$ cat src/rtl/ash_pkg.sv
// constants, types and field decoders for the security header codec
// assumes octets travel least significant octet first
package ash_pkg;

    // ****************************************
    // field layout of the control octet
    // ****************************************
    localparam int OCTET_W = 8;
    localparam int LVL_LSB = 0;
    localparam int LVL_W = 3;
    localparam int MODE_LSB = 3;
    localparam int MODE_W = 2;
    localparam int ENC_BIT = 2;
    localparam logic [2:0] RSVD_ZERO = 3'h0;

    // ****************************************
    // field sizes and octet positions
    // ****************************************
    localparam int FC_W = 32;
    localparam int SRC_W = 64;
    localparam logic [3:0] POS_CTRL = 4'h0;
    localparam logic [3:0] POS_FC_LAST = 4'h4;
    localparam logic [3:0] POS_KEY = 4'h5;
    localparam logic [3:0] SRC_LEN0 = 4'h0;
    localparam logic [3:0] SRC_LEN4 = 4'h4;
    localparam logic [3:0] SRC_LEN8 = 4'h8;
    localparam logic [3:0] POS_ONE = 4'h1;

    // ****************************************
    // codes
    // ****************************************
    localparam logic [1:0] KMODE_IMPLICIT = 2'h0;
    localparam logic [1:0] KMODE_DEFAULT = 2'h1;
    localparam logic [1:0] KMODE_SRC4 = 2'h2;
    localparam logic [1:0] KMODE_SRC8 = 2'h3;
    localparam logic [2:0] LVL_NONE = 3'h0;
    localparam logic [4:0] TAG_NONE = 5'h00;
    localparam logic [4:0] TAG_4 = 5'h04;
    localparam logic [4:0] TAG_8 = 5'h08;
    localparam logic [4:0] TAG_16 = 5'h10;
    localparam logic [7:0] KEY_IDX_BAD = 8'h00;
    localparam logic [31:0] FC_RESET = 32'h00000000;
    localparam logic [31:0] FC_ONE = 32'h00000001;

    typedef logic [2:0] ash_lvl_t;
    typedef logic [1:0] ash_kmode_t;

    // key source octets per key identifier mode
    function automatic logic [3:0] ash_src_len(input ash_kmode_t mode);
        case (mode)
            KMODE_SRC4: ash_src_len = SRC_LEN4;
            KMODE_SRC8: ash_src_len = SRC_LEN8;
            default: ash_src_len = SRC_LEN0;
        endcase
    endfunction

    // position of the final header octet
    function automatic logic [3:0] ash_last_pos(input ash_kmode_t mode);
        if (mode == KMODE_IMPLICIT) begin
            ash_last_pos = POS_FC_LAST;
        end else begin
            ash_last_pos = POS_FC_LAST + ash_src_len(mode) + POS_ONE;
        end
    endfunction

    function automatic logic [4:0] ash_tag_len(input ash_lvl_t lvl);
        case (lvl[1:0])
            2'h1: ash_tag_len = TAG_4;
            2'h2: ash_tag_len = TAG_8;
            2'h3: ash_tag_len = TAG_16;
            default: ash_tag_len = TAG_NONE;
        endcase
    endfunction

    // first level offers at least the protection of the second
    function automatic logic ash_level_ge(input ash_lvl_t a,
                                          input ash_lvl_t b);
        ash_level_ge = (a[ENC_BIT] >= b[ENC_BIT]) && (a[1:0] >= b[1:0]);
    endfunction

endpackage

$ cat src/rtl/ash_link_if.sv
// octet link between the header codec and the mac datapath
// assumes both ends share one clock
`timescale 1ns/1ps
interface ash_link_if;
    // codec to mac: built header octets
    logic tx_valid;
    logic [7:0] tx_data;
    logic tx_last;
    logic tx_ready;
    // mac to codec: received header octets
    logic rx_valid;
    logic [7:0] rx_data;
    logic rx_ready;

    modport codec (
        output tx_valid, tx_data, tx_last, rx_ready,
        input tx_ready, rx_valid, rx_data
    );
    modport mac (
        input tx_valid, tx_data, tx_last, rx_ready,
        output tx_ready, rx_valid, rx_data
    );
endinterface

$ cat src/rtl/ash_codec.sv
// security header codec: builds and parses the auxiliary header
// assumes the mac end sits on the same clock across ash_link_if
`timescale 1ns/1ps

module ash_codec (
    // clock and reset
    input wire logic i_clk,
    input wire logic i_reset_n,
    // transmit request
    input wire logic i_tx_req,
    input wire logic i_tx_sec_en,
    input wire ash_pkg::ash_lvl_t i_tx_level,
    input wire ash_pkg::ash_kmode_t i_tx_kmode,
    input wire logic [63:0] i_tx_key_src,
    input wire logic [7:0] i_tx_key_idx,
    output logic o_tx_busy,
    output logic o_tx_done,
    output logic [31:0] o_tally,
    // receive results
    input wire ash_pkg::ash_lvl_t i_min_level,
    output logic o_rx_valid,
    output ash_pkg::ash_lvl_t o_rx_level,
    output ash_pkg::ash_kmode_t o_rx_kmode,
    output logic o_rx_encrypt,
    output logic [4:0] o_rx_tag_len,
    output logic [31:0] o_rx_fc,
    output logic [63:0] o_rx_key_src,
    output logic [7:0] o_rx_key_idx,
    output logic o_rx_level_ok,
    output logic o_rx_replay,
    output logic o_rx_bad_idx,
    // link to mac end
    ash_link_if.codec link
);

    typedef ash_pkg::ash_lvl_t ash_lvl_t;
    typedef ash_pkg::ash_kmode_t ash_kmode_t;

    // ****************************************
    // transmit side
    // ****************************************
    typedef enum logic [1:0] {
        ASH_TX_IDLE = 2'b00,
        ASH_TX_SEND = 2'b01
    } ash_tx_st_t;

    ash_tx_st_t tx_st_ff;
    logic [3:0] tx_pos_ff;
    ash_lvl_t tx_lvl_ff;
    ash_kmode_t tx_mode_ff;
    logic [63:0] tx_src_ff;
    logic [7:0] tx_idx_ff;
    logic [31:0] tally_ff;
    logic tx_valid_ff;
    logic [7:0] tx_data_ff;
    logic tx_last_ff;
    logic tx_done_ff;
    logic tx_fire;
    logic [3:0] nxt_tx_pos;

    function automatic logic [7:0] tx_octet(input logic [3:0] pos,
                                            input ash_lvl_t lvl,
                                            input ash_kmode_t mode,
                                            input logic [31:0] fc,
                                            input logic [63:0] src,
                                            input logic [7:0] idx);
        logic [3:0] off;
        off = pos - ash_pkg::POS_KEY;
        if (pos == ash_pkg::POS_CTRL) begin
            tx_octet = {ash_pkg::RSVD_ZERO, mode, lvl};
        end else if (pos < ash_pkg::POS_KEY) begin
            tx_octet = fc[8*(int'(pos)-1) +: 8];
        end else if (off < ash_pkg::ash_src_len(mode)) begin
            tx_octet = src[8*int'(off) +: 8];
        end else begin
            tx_octet = idx;
        end
    endfunction

    assign tx_fire = tx_valid_ff && link.tx_ready;
    assign nxt_tx_pos = tx_pos_ff + ash_pkg::POS_ONE;
    assign link.tx_valid = tx_valid_ff;
    assign link.tx_data = tx_data_ff;
    assign link.tx_last = tx_last_ff;

    always_ff @(posedge i_clk or negedge i_reset_n) begin
        if (!i_reset_n) begin
            tx_st_ff <= ASH_TX_IDLE;
            tx_pos_ff <= ash_pkg::POS_CTRL;
            tx_lvl_ff <= ash_pkg::LVL_NONE;
            tx_mode_ff <= ash_pkg::KMODE_IMPLICIT;
            tx_src_ff <= '0;
            tx_idx_ff <= ash_pkg::KEY_IDX_BAD;
            tx_valid_ff <= 1'b0;
            tx_data_ff <= 8'h00;
            tx_last_ff <= 1'b0;
            tx_done_ff <= 1'b0;
        end else begin
            tx_done_ff <= 1'b0;
            case (tx_st_ff)
                ASH_TX_IDLE: begin
                    if (i_tx_req && !i_tx_sec_en) begin
                        tx_done_ff <= 1'b1;
                    end else if (i_tx_req) begin
                        tx_st_ff <= ASH_TX_SEND;
                        tx_lvl_ff <= i_tx_level;
                        tx_mode_ff <= i_tx_kmode;
                        tx_src_ff <= i_tx_key_src;
                        tx_idx_ff <= i_tx_key_idx;
                        tx_pos_ff <= ash_pkg::POS_CTRL;
                        tx_valid_ff <= 1'b1;
                        tx_last_ff <= 1'b0;
                        tx_data_ff <= tx_octet(ash_pkg::POS_CTRL,
                            i_tx_level, i_tx_kmode, tally_ff,
                            i_tx_key_src, i_tx_key_idx);
                    end
                end
                ASH_TX_SEND: begin
                    if (tx_fire && tx_last_ff) begin
                        tx_st_ff <= ASH_TX_IDLE;
                        tx_valid_ff <= 1'b0;
                        tx_last_ff <= 1'b0;
                        tx_done_ff <= 1'b1;
                    end else if (tx_fire) begin
                        tx_pos_ff <= nxt_tx_pos;
                        tx_data_ff <= tx_octet(nxt_tx_pos, tx_lvl_ff,
                            tx_mode_ff, tally_ff, tx_src_ff, tx_idx_ff);
                        tx_last_ff <= (nxt_tx_pos ==
                            ash_pkg::ash_last_pos(tx_mode_ff));
                    end
                end
                default: begin
                    tx_st_ff <= ASH_TX_IDLE;
                    tx_valid_ff <= 1'b0;
                end
            endcase
        end
    end

    // outgoing tally advances once per protected header sent
    always_ff @(posedge i_clk or negedge i_reset_n) begin
        if (!i_reset_n) begin
            tally_ff <= ash_pkg::FC_RESET;
        end else if (tx_fire && tx_last_ff &&
                     tx_lvl_ff != ash_pkg::LVL_NONE) begin
            tally_ff <= tally_ff + ash_pkg::FC_ONE;
        end
    end

    assign o_tx_busy = (tx_st_ff != ASH_TX_IDLE);
    assign o_tx_done = tx_done_ff;
    assign o_tally = tally_ff;

    // ****************************************
    // receive side
    // ****************************************
    typedef enum logic [1:0] {
        ASH_RX_CTRL = 2'b00,
        ASH_RX_FC = 2'b01,
        ASH_RX_KEY = 2'b11
    } ash_rx_st_t;

    ash_rx_st_t rx_st_ff;
    logic [3:0] rx_pos_ff;
    ash_lvl_t rx_lvl_ff;
    ash_kmode_t rx_mode_ff;
    logic [31:0] rx_fc_ff;
    logic [63:0] rx_src_ff;
    logic [7:0] rx_idx_ff;
    logic rx_done_ff;
    logic rx_fire;
    logic [3:0] rx_off;
    logic [31:0] last_fc_ff;
    logic have_fc_ff;
    logic replay;

    assign link.rx_ready = 1'b1;
    assign rx_fire = link.rx_valid;
    assign rx_off = rx_pos_ff - ash_pkg::POS_KEY;

    always_ff @(posedge i_clk or negedge i_reset_n) begin
        if (!i_reset_n) begin
            rx_st_ff <= ASH_RX_CTRL;
            rx_pos_ff <= ash_pkg::POS_CTRL;
            rx_lvl_ff <= ash_pkg::LVL_NONE;
            rx_mode_ff <= ash_pkg::KMODE_IMPLICIT;
            rx_fc_ff <= ash_pkg::FC_RESET;
            rx_src_ff <= '0;
            rx_idx_ff <= ash_pkg::KEY_IDX_BAD;
            rx_done_ff <= 1'b0;
        end else begin
            rx_done_ff <= 1'b0;
            if (rx_fire) begin
                rx_pos_ff <= rx_pos_ff + ash_pkg::POS_ONE;
                case (rx_st_ff)
                    ASH_RX_CTRL: begin
                        // reserved bits dropped here
                        rx_lvl_ff <= link.rx_data[ash_pkg::LVL_LSB +:
                            ash_pkg::LVL_W];
                        rx_mode_ff <= link.rx_data[ash_pkg::MODE_LSB +:
                            ash_pkg::MODE_W];
                        rx_src_ff <= '0;
                        rx_idx_ff <= ash_pkg::KEY_IDX_BAD;
                        rx_st_ff <= ASH_RX_FC;
                    end
                    ASH_RX_FC: begin
                        rx_fc_ff[8*(int'(rx_pos_ff)-1) +: 8] <=
                            link.rx_data;
                        if (rx_pos_ff == ash_pkg::POS_FC_LAST) begin
                            if (rx_mode_ff == ash_pkg::KMODE_IMPLICIT) begin
                                rx_st_ff <= ASH_RX_CTRL;
                                rx_pos_ff <= ash_pkg::POS_CTRL;
                                rx_done_ff <= 1'b1;
                            end else begin
                                rx_st_ff <= ASH_RX_KEY;
                            end
                        end
                    end
                    ASH_RX_KEY: begin
                        if (rx_off < ash_pkg::ash_src_len(rx_mode_ff)) begin
                            rx_src_ff[8*int'(rx_off) +: 8] <= link.rx_data;
                        end else begin
                            rx_idx_ff <= link.rx_data;
                            rx_st_ff <= ASH_RX_CTRL;
                            rx_pos_ff <= ash_pkg::POS_CTRL;
                            rx_done_ff <= 1'b1;
                        end
                    end
                    default: begin
                        rx_st_ff <= ASH_RX_CTRL;
                        rx_pos_ff <= ash_pkg::POS_CTRL;
                    end
                endcase
            end
        end
    end

    // counter must move strictly forward for protected frames
    assign replay = (rx_lvl_ff != ash_pkg::LVL_NONE) && have_fc_ff &&
                    (rx_fc_ff <= last_fc_ff);

    always_ff @(posedge i_clk or negedge i_reset_n) begin
        if (!i_reset_n) begin
            last_fc_ff <= ash_pkg::FC_RESET;
            have_fc_ff <= 1'b0;
        end else if (rx_done_ff && !replay &&
                     rx_lvl_ff != ash_pkg::LVL_NONE) begin
            last_fc_ff <= rx_fc_ff;
            have_fc_ff <= 1'b1;
        end
    end

    always_ff @(posedge i_clk or negedge i_reset_n) begin
        if (!i_reset_n) begin
            o_rx_valid <= 1'b0;
            o_rx_level <= ash_pkg::LVL_NONE;
            o_rx_kmode <= ash_pkg::KMODE_IMPLICIT;
            o_rx_encrypt <= 1'b0;
            o_rx_tag_len <= ash_pkg::TAG_NONE;
            o_rx_fc <= ash_pkg::FC_RESET;
            o_rx_key_src <= '0;
            o_rx_key_idx <= ash_pkg::KEY_IDX_BAD;
            o_rx_level_ok <= 1'b0;
            o_rx_replay <= 1'b0;
            o_rx_bad_idx <= 1'b0;
        end else begin
            o_rx_valid <= rx_done_ff;
            if (rx_done_ff) begin
                o_rx_level <= rx_lvl_ff;
                o_rx_kmode <= rx_mode_ff;
                o_rx_encrypt <= rx_lvl_ff[ash_pkg::ENC_BIT];
                o_rx_tag_len <= ash_pkg::ash_tag_len(rx_lvl_ff);
                o_rx_fc <= rx_fc_ff;
                o_rx_key_src <= rx_src_ff;
                o_rx_key_idx <= rx_idx_ff;
                o_rx_level_ok <= ash_pkg::ash_level_ge(rx_lvl_ff,
                                                       i_min_level);
                o_rx_replay <= replay;
                o_rx_bad_idx <= (rx_mode_ff != ash_pkg::KMODE_IMPLICIT) &&
                    (rx_idx_ff == ash_pkg::KEY_IDX_BAD);
            end
        end
    end
endmodule

$ cat src/flat_wrapper.sv
// flat-port wrapper written by rule: the top's interface ports become plain ports
module ash_codec_flat 
  (i_clk, i_reset_n, i_tx_req, i_tx_sec_en, i_tx_level, i_tx_kmode, i_tx_key_src, i_tx_key_idx, o_tx_busy, o_tx_done, o_tally, i_min_level, o_rx_valid, o_rx_level, o_rx_kmode, o_rx_encrypt, o_rx_tag_len, o_rx_fc, o_rx_key_src, o_rx_key_idx, o_rx_level_ok, o_rx_replay, o_rx_bad_idx, link_tx_valid, link_tx_data, link_tx_last, link_rx_ready, link_tx_ready, link_rx_valid, link_rx_data);
  ash_link_if link_i ();
  input wire logic i_clk;
  input wire logic i_reset_n;
  input wire logic i_tx_req;
  input wire logic i_tx_sec_en;
  input wire ash_pkg::ash_lvl_t i_tx_level;
  input wire ash_pkg::ash_kmode_t i_tx_kmode;
  input wire logic [63:0] i_tx_key_src;
  input wire logic [7:0] i_tx_key_idx;
  output logic o_tx_busy;
  output logic o_tx_done;
  output logic [31:0] o_tally;
  input wire ash_pkg::ash_lvl_t i_min_level;
  output logic o_rx_valid;
  output ash_pkg::ash_lvl_t o_rx_level;
  output ash_pkg::ash_kmode_t o_rx_kmode;
  output logic o_rx_encrypt;
  output logic [4:0] o_rx_tag_len;
  output logic [31:0] o_rx_fc;
  output logic [63:0] o_rx_key_src;
  output logic [7:0] o_rx_key_idx;
  output logic o_rx_level_ok;
  output logic o_rx_replay;
  output logic o_rx_bad_idx;
  output wire logic [$bits(link_i.tx_valid)-1:0] link_tx_valid;
  output wire logic [$bits(link_i.tx_data)-1:0] link_tx_data;
  output wire logic [$bits(link_i.tx_last)-1:0] link_tx_last;
  output wire logic [$bits(link_i.rx_ready)-1:0] link_rx_ready;
  input wire logic [$bits(link_i.tx_ready)-1:0] link_tx_ready;
  input wire logic [$bits(link_i.rx_valid)-1:0] link_rx_valid;
  input wire logic [$bits(link_i.rx_data)-1:0] link_rx_data;
  assign link_tx_valid = link_i.tx_valid;
  assign link_tx_data = link_i.tx_data;
  assign link_tx_last = link_i.tx_last;
  assign link_rx_ready = link_i.rx_ready;
  assign link_i.tx_ready = link_tx_ready;
  assign link_i.rx_valid = link_rx_valid;
  assign link_i.rx_data = link_rx_data;
  ash_codec u_core (.i_clk(i_clk), .i_reset_n(i_reset_n), .i_tx_req(i_tx_req), .i_tx_sec_en(i_tx_sec_en), .i_tx_level(i_tx_level), .i_tx_kmode(i_tx_kmode), .i_tx_key_src(i_tx_key_src), .i_tx_key_idx(i_tx_key_idx), .o_tx_busy(o_tx_busy), .o_tx_done(o_tx_done), .o_tally(o_tally), .i_min_level(i_min_level), .o_rx_valid(o_rx_valid), .o_rx_level(o_rx_level), .o_rx_kmode(o_rx_kmode), .o_rx_encrypt(o_rx_encrypt), .o_rx_tag_len(o_rx_tag_len), .o_rx_fc(o_rx_fc), .o_rx_key_src(o_rx_key_src), .o_rx_key_idx(o_rx_key_idx), .o_rx_level_ok(o_rx_level_ok), .o_rx_replay(o_rx_replay), .o_rx_bad_idx(o_rx_bad_idx), .link(link_i));
endmodule
$ cat config.mk
export PLATFORM = sky130hd
export DESIGN_NAME = ash_codec_flat
export DESIGN_NICKNAME = d
export VERILOG_FILES = /design/src/rtl/ash_pkg.sv /design/src/rtl/ash_link_if.sv /design/src/rtl/ash_codec.sv /design/src/flat_wrapper.sv
export SDC_FILE = /design/constraint.sdc
export NUM_CORES = 1
export LEC_CHECK = 0
export BUFFER_PORTS_ARGS = -buffer_cell sky130_fd_sc_hd__buf_2
export CORE_MARGIN = 2
export CORE_UTILIZATION = 41
export CTS_CLUSTER_SIZE = 8
export DETAILED_ROUTE_END_ITERATION = 6
export PLACE_DENSITY_LB_ADDON = 0.3
export SYNTH_ARGS = -nofsm -noshare
export SYNTH_HDL_FRONTEND = slang
export SYNTH_SLANG_ARGS = --single-unit
$ cat constraint.sdc
create_clock -name i_clk -period 6.19 [get_ports i_clk]
set_input_delay 1.238 -clock i_clk [delete_from_list [all_inputs] [get_ports i_clk]]
set_output_delay 1.238 -clock i_clk [all_outputs]
set_load 0.05 [all_outputs]
# Yosys cells after proc, flatten, opt, wreduce, memory -nomap -nowiden
# Index checks and enable logic that the tools add are counted.
[totals]
word_cells = 176
output_inout_bits = 164
mem_count = 0
ramBits = 0
latch_bits = 0
register_bits = 394
romBits = 0
input_bits = 94
[classes]
shift = 6
order_cmp = 6
multipliers = 0
n_reduce_logical = 33
div_mod_pow = 0
mux = 66
eq_ne = 21
add_sub_neg = 11
bitwise = 1
[ops]
columns = ["cell", "count"]
rows = [
  ["64-bit one-hot mux with 2 select lines", 1],
  ["4-bit two-way mux", 22],
  ["64-bit bitwise mux", 1],
  ["64-bit two-way mux", 1],
  ["8-bit two-way mux", 8],
  ["8-bit by 33-bit variable shift with 64-bit output, first input constant", 1],
  ["64-bit by 8-bit variable part select with 8-bit output", 1],
  ["8-bit by 33-bit variable part select with 64-bit output", 1],
  ["32-bit negator with 33-bit output", 1],
  ["7-bit negator with 33-bit output", 1],
  ["8-bit by 33-bit variable shift with 32-bit output, first input constant", 1],
  ["8-bit by 33-bit variable part select with 32-bit output", 1],
  ["32-bit by 1-bit adder with 32-bit output, second input constant", 1],
  ["32-bit bitwise mux", 1],
  ["32-bit less-or-equal comparator", 1],
  ["8-bit one-hot mux with 2 select lines", 2],
  ["32-bit by 32-bit variable part select with 8-bit output", 1],
  ["4-bit one-hot mux with 2 select lines", 3],
  ["5-bit one-hot mux with 3 select lines", 1],
  ["3-bit AND reduction", 5],
  ["2-bit == test, second input constant", 7],
  ["1-bit two-way mux", 13],
  ["4-bit by 1-bit adder with 4-bit output, second input constant", 3],
  ["2-bit two-way mux", 6],
  ["other kinds (28)", 60],
]

# Logic depth before layout (Yosys ltp)
[logic_depth]
depth_word = 16
ltp_mapped = 13
depth_no_buf = 11

# Least setup slack after synthesis
# Ideal clock, no wire load.
[synth_timing]
kind = "reg2reg"
start = "register u_core.tx_pos_ff[1]"
end = "register u_core.tx_data_ff[2] (netlist: u_core.link.tx_data[2])"
arrival_ps = 3283
setup_ps = 139
n_path_buf = 2
path_stages_with_launch = 13
slack_ps = 2768
cell_sequence = "dfrtp_1 > ha_1 > clkbuf_1 > buf_2 > o21ai_0 > a311oi_1 > xor2_1 > inv_1 > ha_1 > a21o_1 > and2_1 > a222oi_1 > o221ai_1"
[synth_between]
elab_chain_cells = 9
[synth_lines]
columns = ["item", "line_no", "source"]
rows = [
  ["start: declaration", "ash_codec.sv:48", "logic [3:0] tx_pos_ff;"],
  ["start signal: assignment", "ash_codec.sv:89", "tx_pos_ff <= ash_pkg::POS_CTRL;"],
  ["start signal: assignment", "ash_codec.sv:110", "tx_pos_ff <= ash_pkg::POS_CTRL;"],
  ["start signal: assignment", "ash_codec.sv:125", "tx_pos_ff <= nxt_tx_pos;"],
  ["4-bit by 1-bit adder with 4-bit output *", "ash_codec.sv:81", "assign nxt_tx_pos = tx_pos_ff + ash_pkg::POS_ONE;"],
  ["4-bit by 3-bit subtractor with 4-bit output", "ash_codec.sv:68", "off = pos - ash_pkg::POS_KEY;"],
  ["64-bit by 8-bit variable part select with 8-bit output or 4-bit < comparator (tied branches)", "ash_codec.sv:74, ash_codec.sv:73", ""],
  ["8-bit two-way mux", "ash_codec.sv:73", "end else if (off < ash_pkg::ash_src_len(mode)) begin"],
  ["8-bit two-way mux", "ash_codec.sv:71", "end else if (pos < ash_pkg::POS_KEY) begin"],
  ["8-bit two-way mux *", "ash_codec.sv:69", "if (pos == ash_pkg::POS_CTRL) begin"],
  ["8-bit two-way mux *", "ash_codec.sv:124", "end else if (tx_fire) begin"],
  ["8-bit two-way mux *", "ash_codec.sv:119", "if (tx_fire && tx_last_ff) begin"],
  ["8-bit one-hot mux with 2 select lines *", "ash_codec.sv:100", "case (tx_st_ff)"],
  ["end signal: assignment", "ash_codec.sv:113", "tx_data_ff <= tx_octet(ash_pkg::POS_CTRL,"],
  ["end signal: assignment", "ash_codec.sv:126", "tx_data_ff <= tx_octet(nxt_tx_pos, tx_lvl_ff,"],
  ["end: declaration", "ash_codec.sv:55", "logic [7:0] tx_data_ff;"],
]
# Every way passes the cells marked *; elsewhere a longest branch is shown, timed or not. The select of a mux whose other input is x is not followed.
# A chain may end at the register's enable or synchronous reset.

# Worst setup path in the final report
[layout_timing]
start = "register u_core.tx_pos_ff[0]"
end = "register u_core.tx_data_ff[2] (netlist: u_core.link.tx_data[2])"
# Same word-level chain as after synthesis.

==> impl_metrics.json <==
{
  "fp.dieArea_sq_um": 46000,
  "grt_remaining_overflow": 0,
  "timing.final.setup_violations": 0,
  "post_drt_via_cell_ratio": 5.55,
  "yosys_register_bits": 389,
  "final_worst_path_period_need_ns": 4.30,
  "post_synth_instance_area_sq_um": 18200,
  "place.gp.congestion": 0.892,
  "cts_hold_buf": 0,
  "cellLeakagePower_uw": 0.0105,
  "dr.first_iter.drc_count": 1020,
  "place.port_buffers": 254,
  "areaGrowthSynthToFinish_pct": 17.4,
  "grt_pass1_wl_um": 76600,
  "layout.filler_cells": 4031,
  "rrSetupSlack_ns": 1.89,
  "finalClockSkew_ns": 0.0152,
  "cts_buffers": 54,
  "finalHoldViolCount": 0,
  "asyncSetResetFlopFracSynth_pct": 100,
  "final_layout_size_suffix_gt1_share_pct": 27.7,
  "cp-start-kind": "flip-flop",
  "ys_top_cells_by_area": "sky130_fd_sc_hd__dfrtp_1, sky130_fd_sc_hd__mux2_2, sky130_fd_sc_hd__nand2_1, sky130_fd_sc_hd__ha_1, sky130_fd_sc_hd__mux4_2",
  "largest_area_contributor_in_the_synthesized_netlist": "sky130_fd_sc_hd__dfrtp_1",
  "power.ir.vdd_worst_uv": 287,
  "drt_pre_antenna_iters": 5,
  "num_io_pins": 258,
  "worst_r2r_endpoint": "u_core.link.tx_data[2]",
  "antenna_found_initial": 3,
  "worstPathMaxFanout": 41,
  "drc_errors": 0,
  "finish.net_count": 2007,
  "cp.required_ns": 6.64,
  "postSynthCellCount": 1643,
  "layoutNonFillerInstCount": 2460,
  "slew_headroom_pct": 19.4,
  "slew_violations": 0,
  "critical_path_arrival_ns": 4.75,
  "period_share_pct": 69.5,
  "syn-mean-instance-area_sq_um": 11.1,
  "reg2reg_depth": 12,
  "yosysWarnings": 0,
  "hp-class": "reg2reg",
  "yosys.area.top_type_share_pct": 53.6,
  "status": "completed",
  "timing.hold.worst_endpoint": "u_core.tx_src_ff[55]",
  "timing.critical_path.from": "u_core.tx_pos_ff[0]",
  "worst_r2r_startpoint": "u_core.tx_pos_ff[0]",
  "floorplan.rows": 77,
  "cts.repair.resized": 0,
  "worstSetupEndpointType": "flip-flop",
  "power_density_nw_per_um2": 436,
  "cts_max_path_buffers": 3,
  "antenna_violating_nets_post_route": 0,
  "maxClockFrequency_mhz": 232,
  "postRouteWirelength_um": 48000,
  "final.setup.tns_ns": 0,
  "cts_root_buf": "sky130_fd_sc_hd__clkbuf_16",
  "die_width_um": 214,
  "synth.lib_cells_used.distinct": 71,
  "insertion_delay_ns": 0.59,
  "postSynth.topFlopCell": "sky130_fd_sc_hd__dfrtp_1",
  "grt_pass1_vias": 13564,
  "n_antenna_cell": 0,
  "synth_seq_area_share_pct": 53.6,
  "per_cell_routed_wire_length_um": 19.5,
  "h-tree-depth": 2,
  "post-cts-setup-buffers": 0,
  "place.detailed.hpwl_um": 32000,
  "sink_count": 389,
  "rsz_0062_raised_after_global_routing": "no",
  "start_util_pct": 41.3,
  "worstMarginPinSlew_ns": 1.21,
  "floorplan.die.height_um": 214,
  "pin_count_of_the_biggest_net_entering_global_routing": 104,
  "vias": 13649,
  "placed_cells": 2400,
  "setup.worst_path.class": "reg2reg",
  "max_cap_violations": 0,
  "grt.total_usage_pct": 20.8,
  "hold_start": "u_core.tx_src_ff[55]",
  "count_of_flip_flops_with_a_built_in_enable_after_synthesis": 0,
  "worst_setup_hold_path_clk_slew_ns": 0.05,
  "cts_tree": "done",
  "coreArea_sq_um": 43900,
  "whs_path_depth": 2
}
## placed cells by master (no fill, tap or decap), types with 25 or more instances in the layout
cell type                   synthesis  layout
sky130_fd_sc_hd__a22o_1            32      32
sky130_fd_sc_hd__dfrtp_1          389     388
sky130_fd_sc_hd__o2111ai_1         32      32
sky130_fd_sc_hd__inv_1             62      62
sky130_fd_sc_hd__a21oi_1           33      33
sky130_fd_sc_hd__a22oi_1           33      33
sky130_fd_sc_hd__xnor2_1           25      25
sky130_fd_sc_hd__o311ai_0          31      31
sky130_fd_sc_hd__ha_1              49      49
sky130_fd_sc_hd__o21ai_0           48      48
sky130_fd_sc_hd__nor2_1            40      39
sky130_fd_sc_hd__clkbuf_16          0      55
sky130_fd_sc_hd__buf_2              9     253
sky130_fd_sc_hd__mux2_2           135     135
sky130_fd_sc_hd__nand2_1          330     330
sky130_fd_sc_hd__nand3_1           45      45
## final cells by class
cell class / count / area (sq um) / area share [%]
clock buffers: 58 / 1400 / 6.55
clock inverters: 2 / 28.8 / 0.135
inverters: 62 / 233 / 1.09
multi-input cells: 1086 / 7760 / 36.4
flip-flops and latches: 389 / 9740 / 45.7
well taps: 592 / 741 / 3.47
repair buffers: 271 / 1430 / 6.72
## Yosys cell counts (all sizes together) (21+ instances only)
| master | instances |
|---|---|
| nor2 | 43 |
| nand2 | 330 |
| o21ai | 60 |
| mux2i | 21 |
| o2111ai | 32 |
| xnor2 | 27 |
| o311ai | 31 |
| ha | 49 |
| mux4 | 21 |
| nand4 | 23 |
| a22oi | 33 |
| dfrtp | 389 |
| nand3 | 46 |
| inv | 62 |
| clkbuf | 82 |
| buf | 25 |
| mux2 | 143 |
| a21oi | 33 |
| a22o | 32 |
## flip-flops by register name (all words and copies together), names as in the netlist, 2 cells and up
signal               flops
u_core.rx_src_ff        64
u_core.o_rx_fc          32
u_core.tx_src_ff        64
u_core.rx_st_ff          2
u_core.link.tx_data      8
u_core.o_tally          32
u_core.o_rx_level        2
u_core.o_rx_key_idx      8
u_core.tx_lvl_ff         3
u_core.last_fc_ff       32
u_core.rx_fc_ff         32
u_core.tx_mode_ff        2
u_core.o_rx_key_src     64
u_core.rx_mode_ff        2
u_core.tx_pos_ff         4
u_core.o_rx_tag_len      3
u_core.tx_idx_ff         8
u_core.rx_lvl_ff         3
u_core.o_rx_kmode        2
u_core.rx_idx_ff         8
u_core.rx_pos_ff         4
## worst max-delay path, cell delays in order, from the launching register on
cell and delay, ns:
sky130_fd_sc_hd__dfrtp_1 0.35, sky130_fd_sc_hd__buf_4 0.29, sky130_fd_sc_hd__ha_1 0.67, sky130_fd_sc_hd__buf_4 0.43, sky130_fd_sc_hd__o21ai_0 0.14, sky130_fd_sc_hd__a311oi_1 0.32, sky130_fd_sc_hd__xor2_1 0.51, sky130_fd_sc_hd__inv_1 0.10
sky130_fd_sc_hd__ha_1 0.32, sky130_fd_sc_hd__a21o_1 0.23, sky130_fd_sc_hd__and2_1 0.24, sky130_fd_sc_hd__a222oi_1 0.40, sky130_fd_sc_hd__o221ai_1 0.15
## layer usage
layer  vias to the layer above  global-route usage (%)  part of all wire [%]
li1                       6277                       -                     -
met1                      6817                    27.6                    43
met2                       461                    33.8                    47
met3                        92                    4.50                   6.6
met4                         2                    7.52                   3.0
met5                         -                       0                 0.031
## metrics by stage
stage / util, % / hold WS (ns) / area (sq um) / total power, uW / setup slack, ns
after floorplan: - / 0.401 / 18200 / 5770 / 2.77
after global placement: 45.3 / 0.453 / 19900 / 6590 / 2.02
after detailed placement: 45.3 / 0.461 / 19900 / 6680 / 1.89
after CTS: 48.5 / 0.474 / 21300 / 9360 / 1.88
after global routing: 48.5 / 0.495 / 21300 / 9840 / 1.56
final: 48.5 / 0.471 / 21300 / 9290 / 1.89
## power by group
| part | internal (uW) | leakage [uW] | switching [uW] |
|---|---|---|---|
| combinational | 1120 | 0.00462 | 2070 |
| sequential | 3050 | 0.00522 | 434 |
| clock | 1570 | 0.000702 | 1060 |
| total | 5730 | 0.0105 | 3560 |
## worst max-delay path by stage
stage	to	slack (ns)
floorplan	u_core.link.tx_data[2]	2.77
global placement	u_core.link.tx_data[2]	2.02
detailed placement	u_core.link.tx_data[2]	1.89
CTS	u_core.link.tx_data[2]	1.88
global route	u_core.link.tx_data[2]	1.56
finish	u_core.link.tx_data[2]	1.89
## logic make-up after synthesis
family          Yosys count  synth area share [%]
flops                   389                  53.6
compound gates          274                  11.0
fa+ha+maj                49                  3.38
xor+xnor                 43                  2.26
buf+inv                 169                  3.80
mux                     185                  12.8
simple gates            532                  13.1
other cells               2                0.0414
Power figures use the tool's default switching activity.
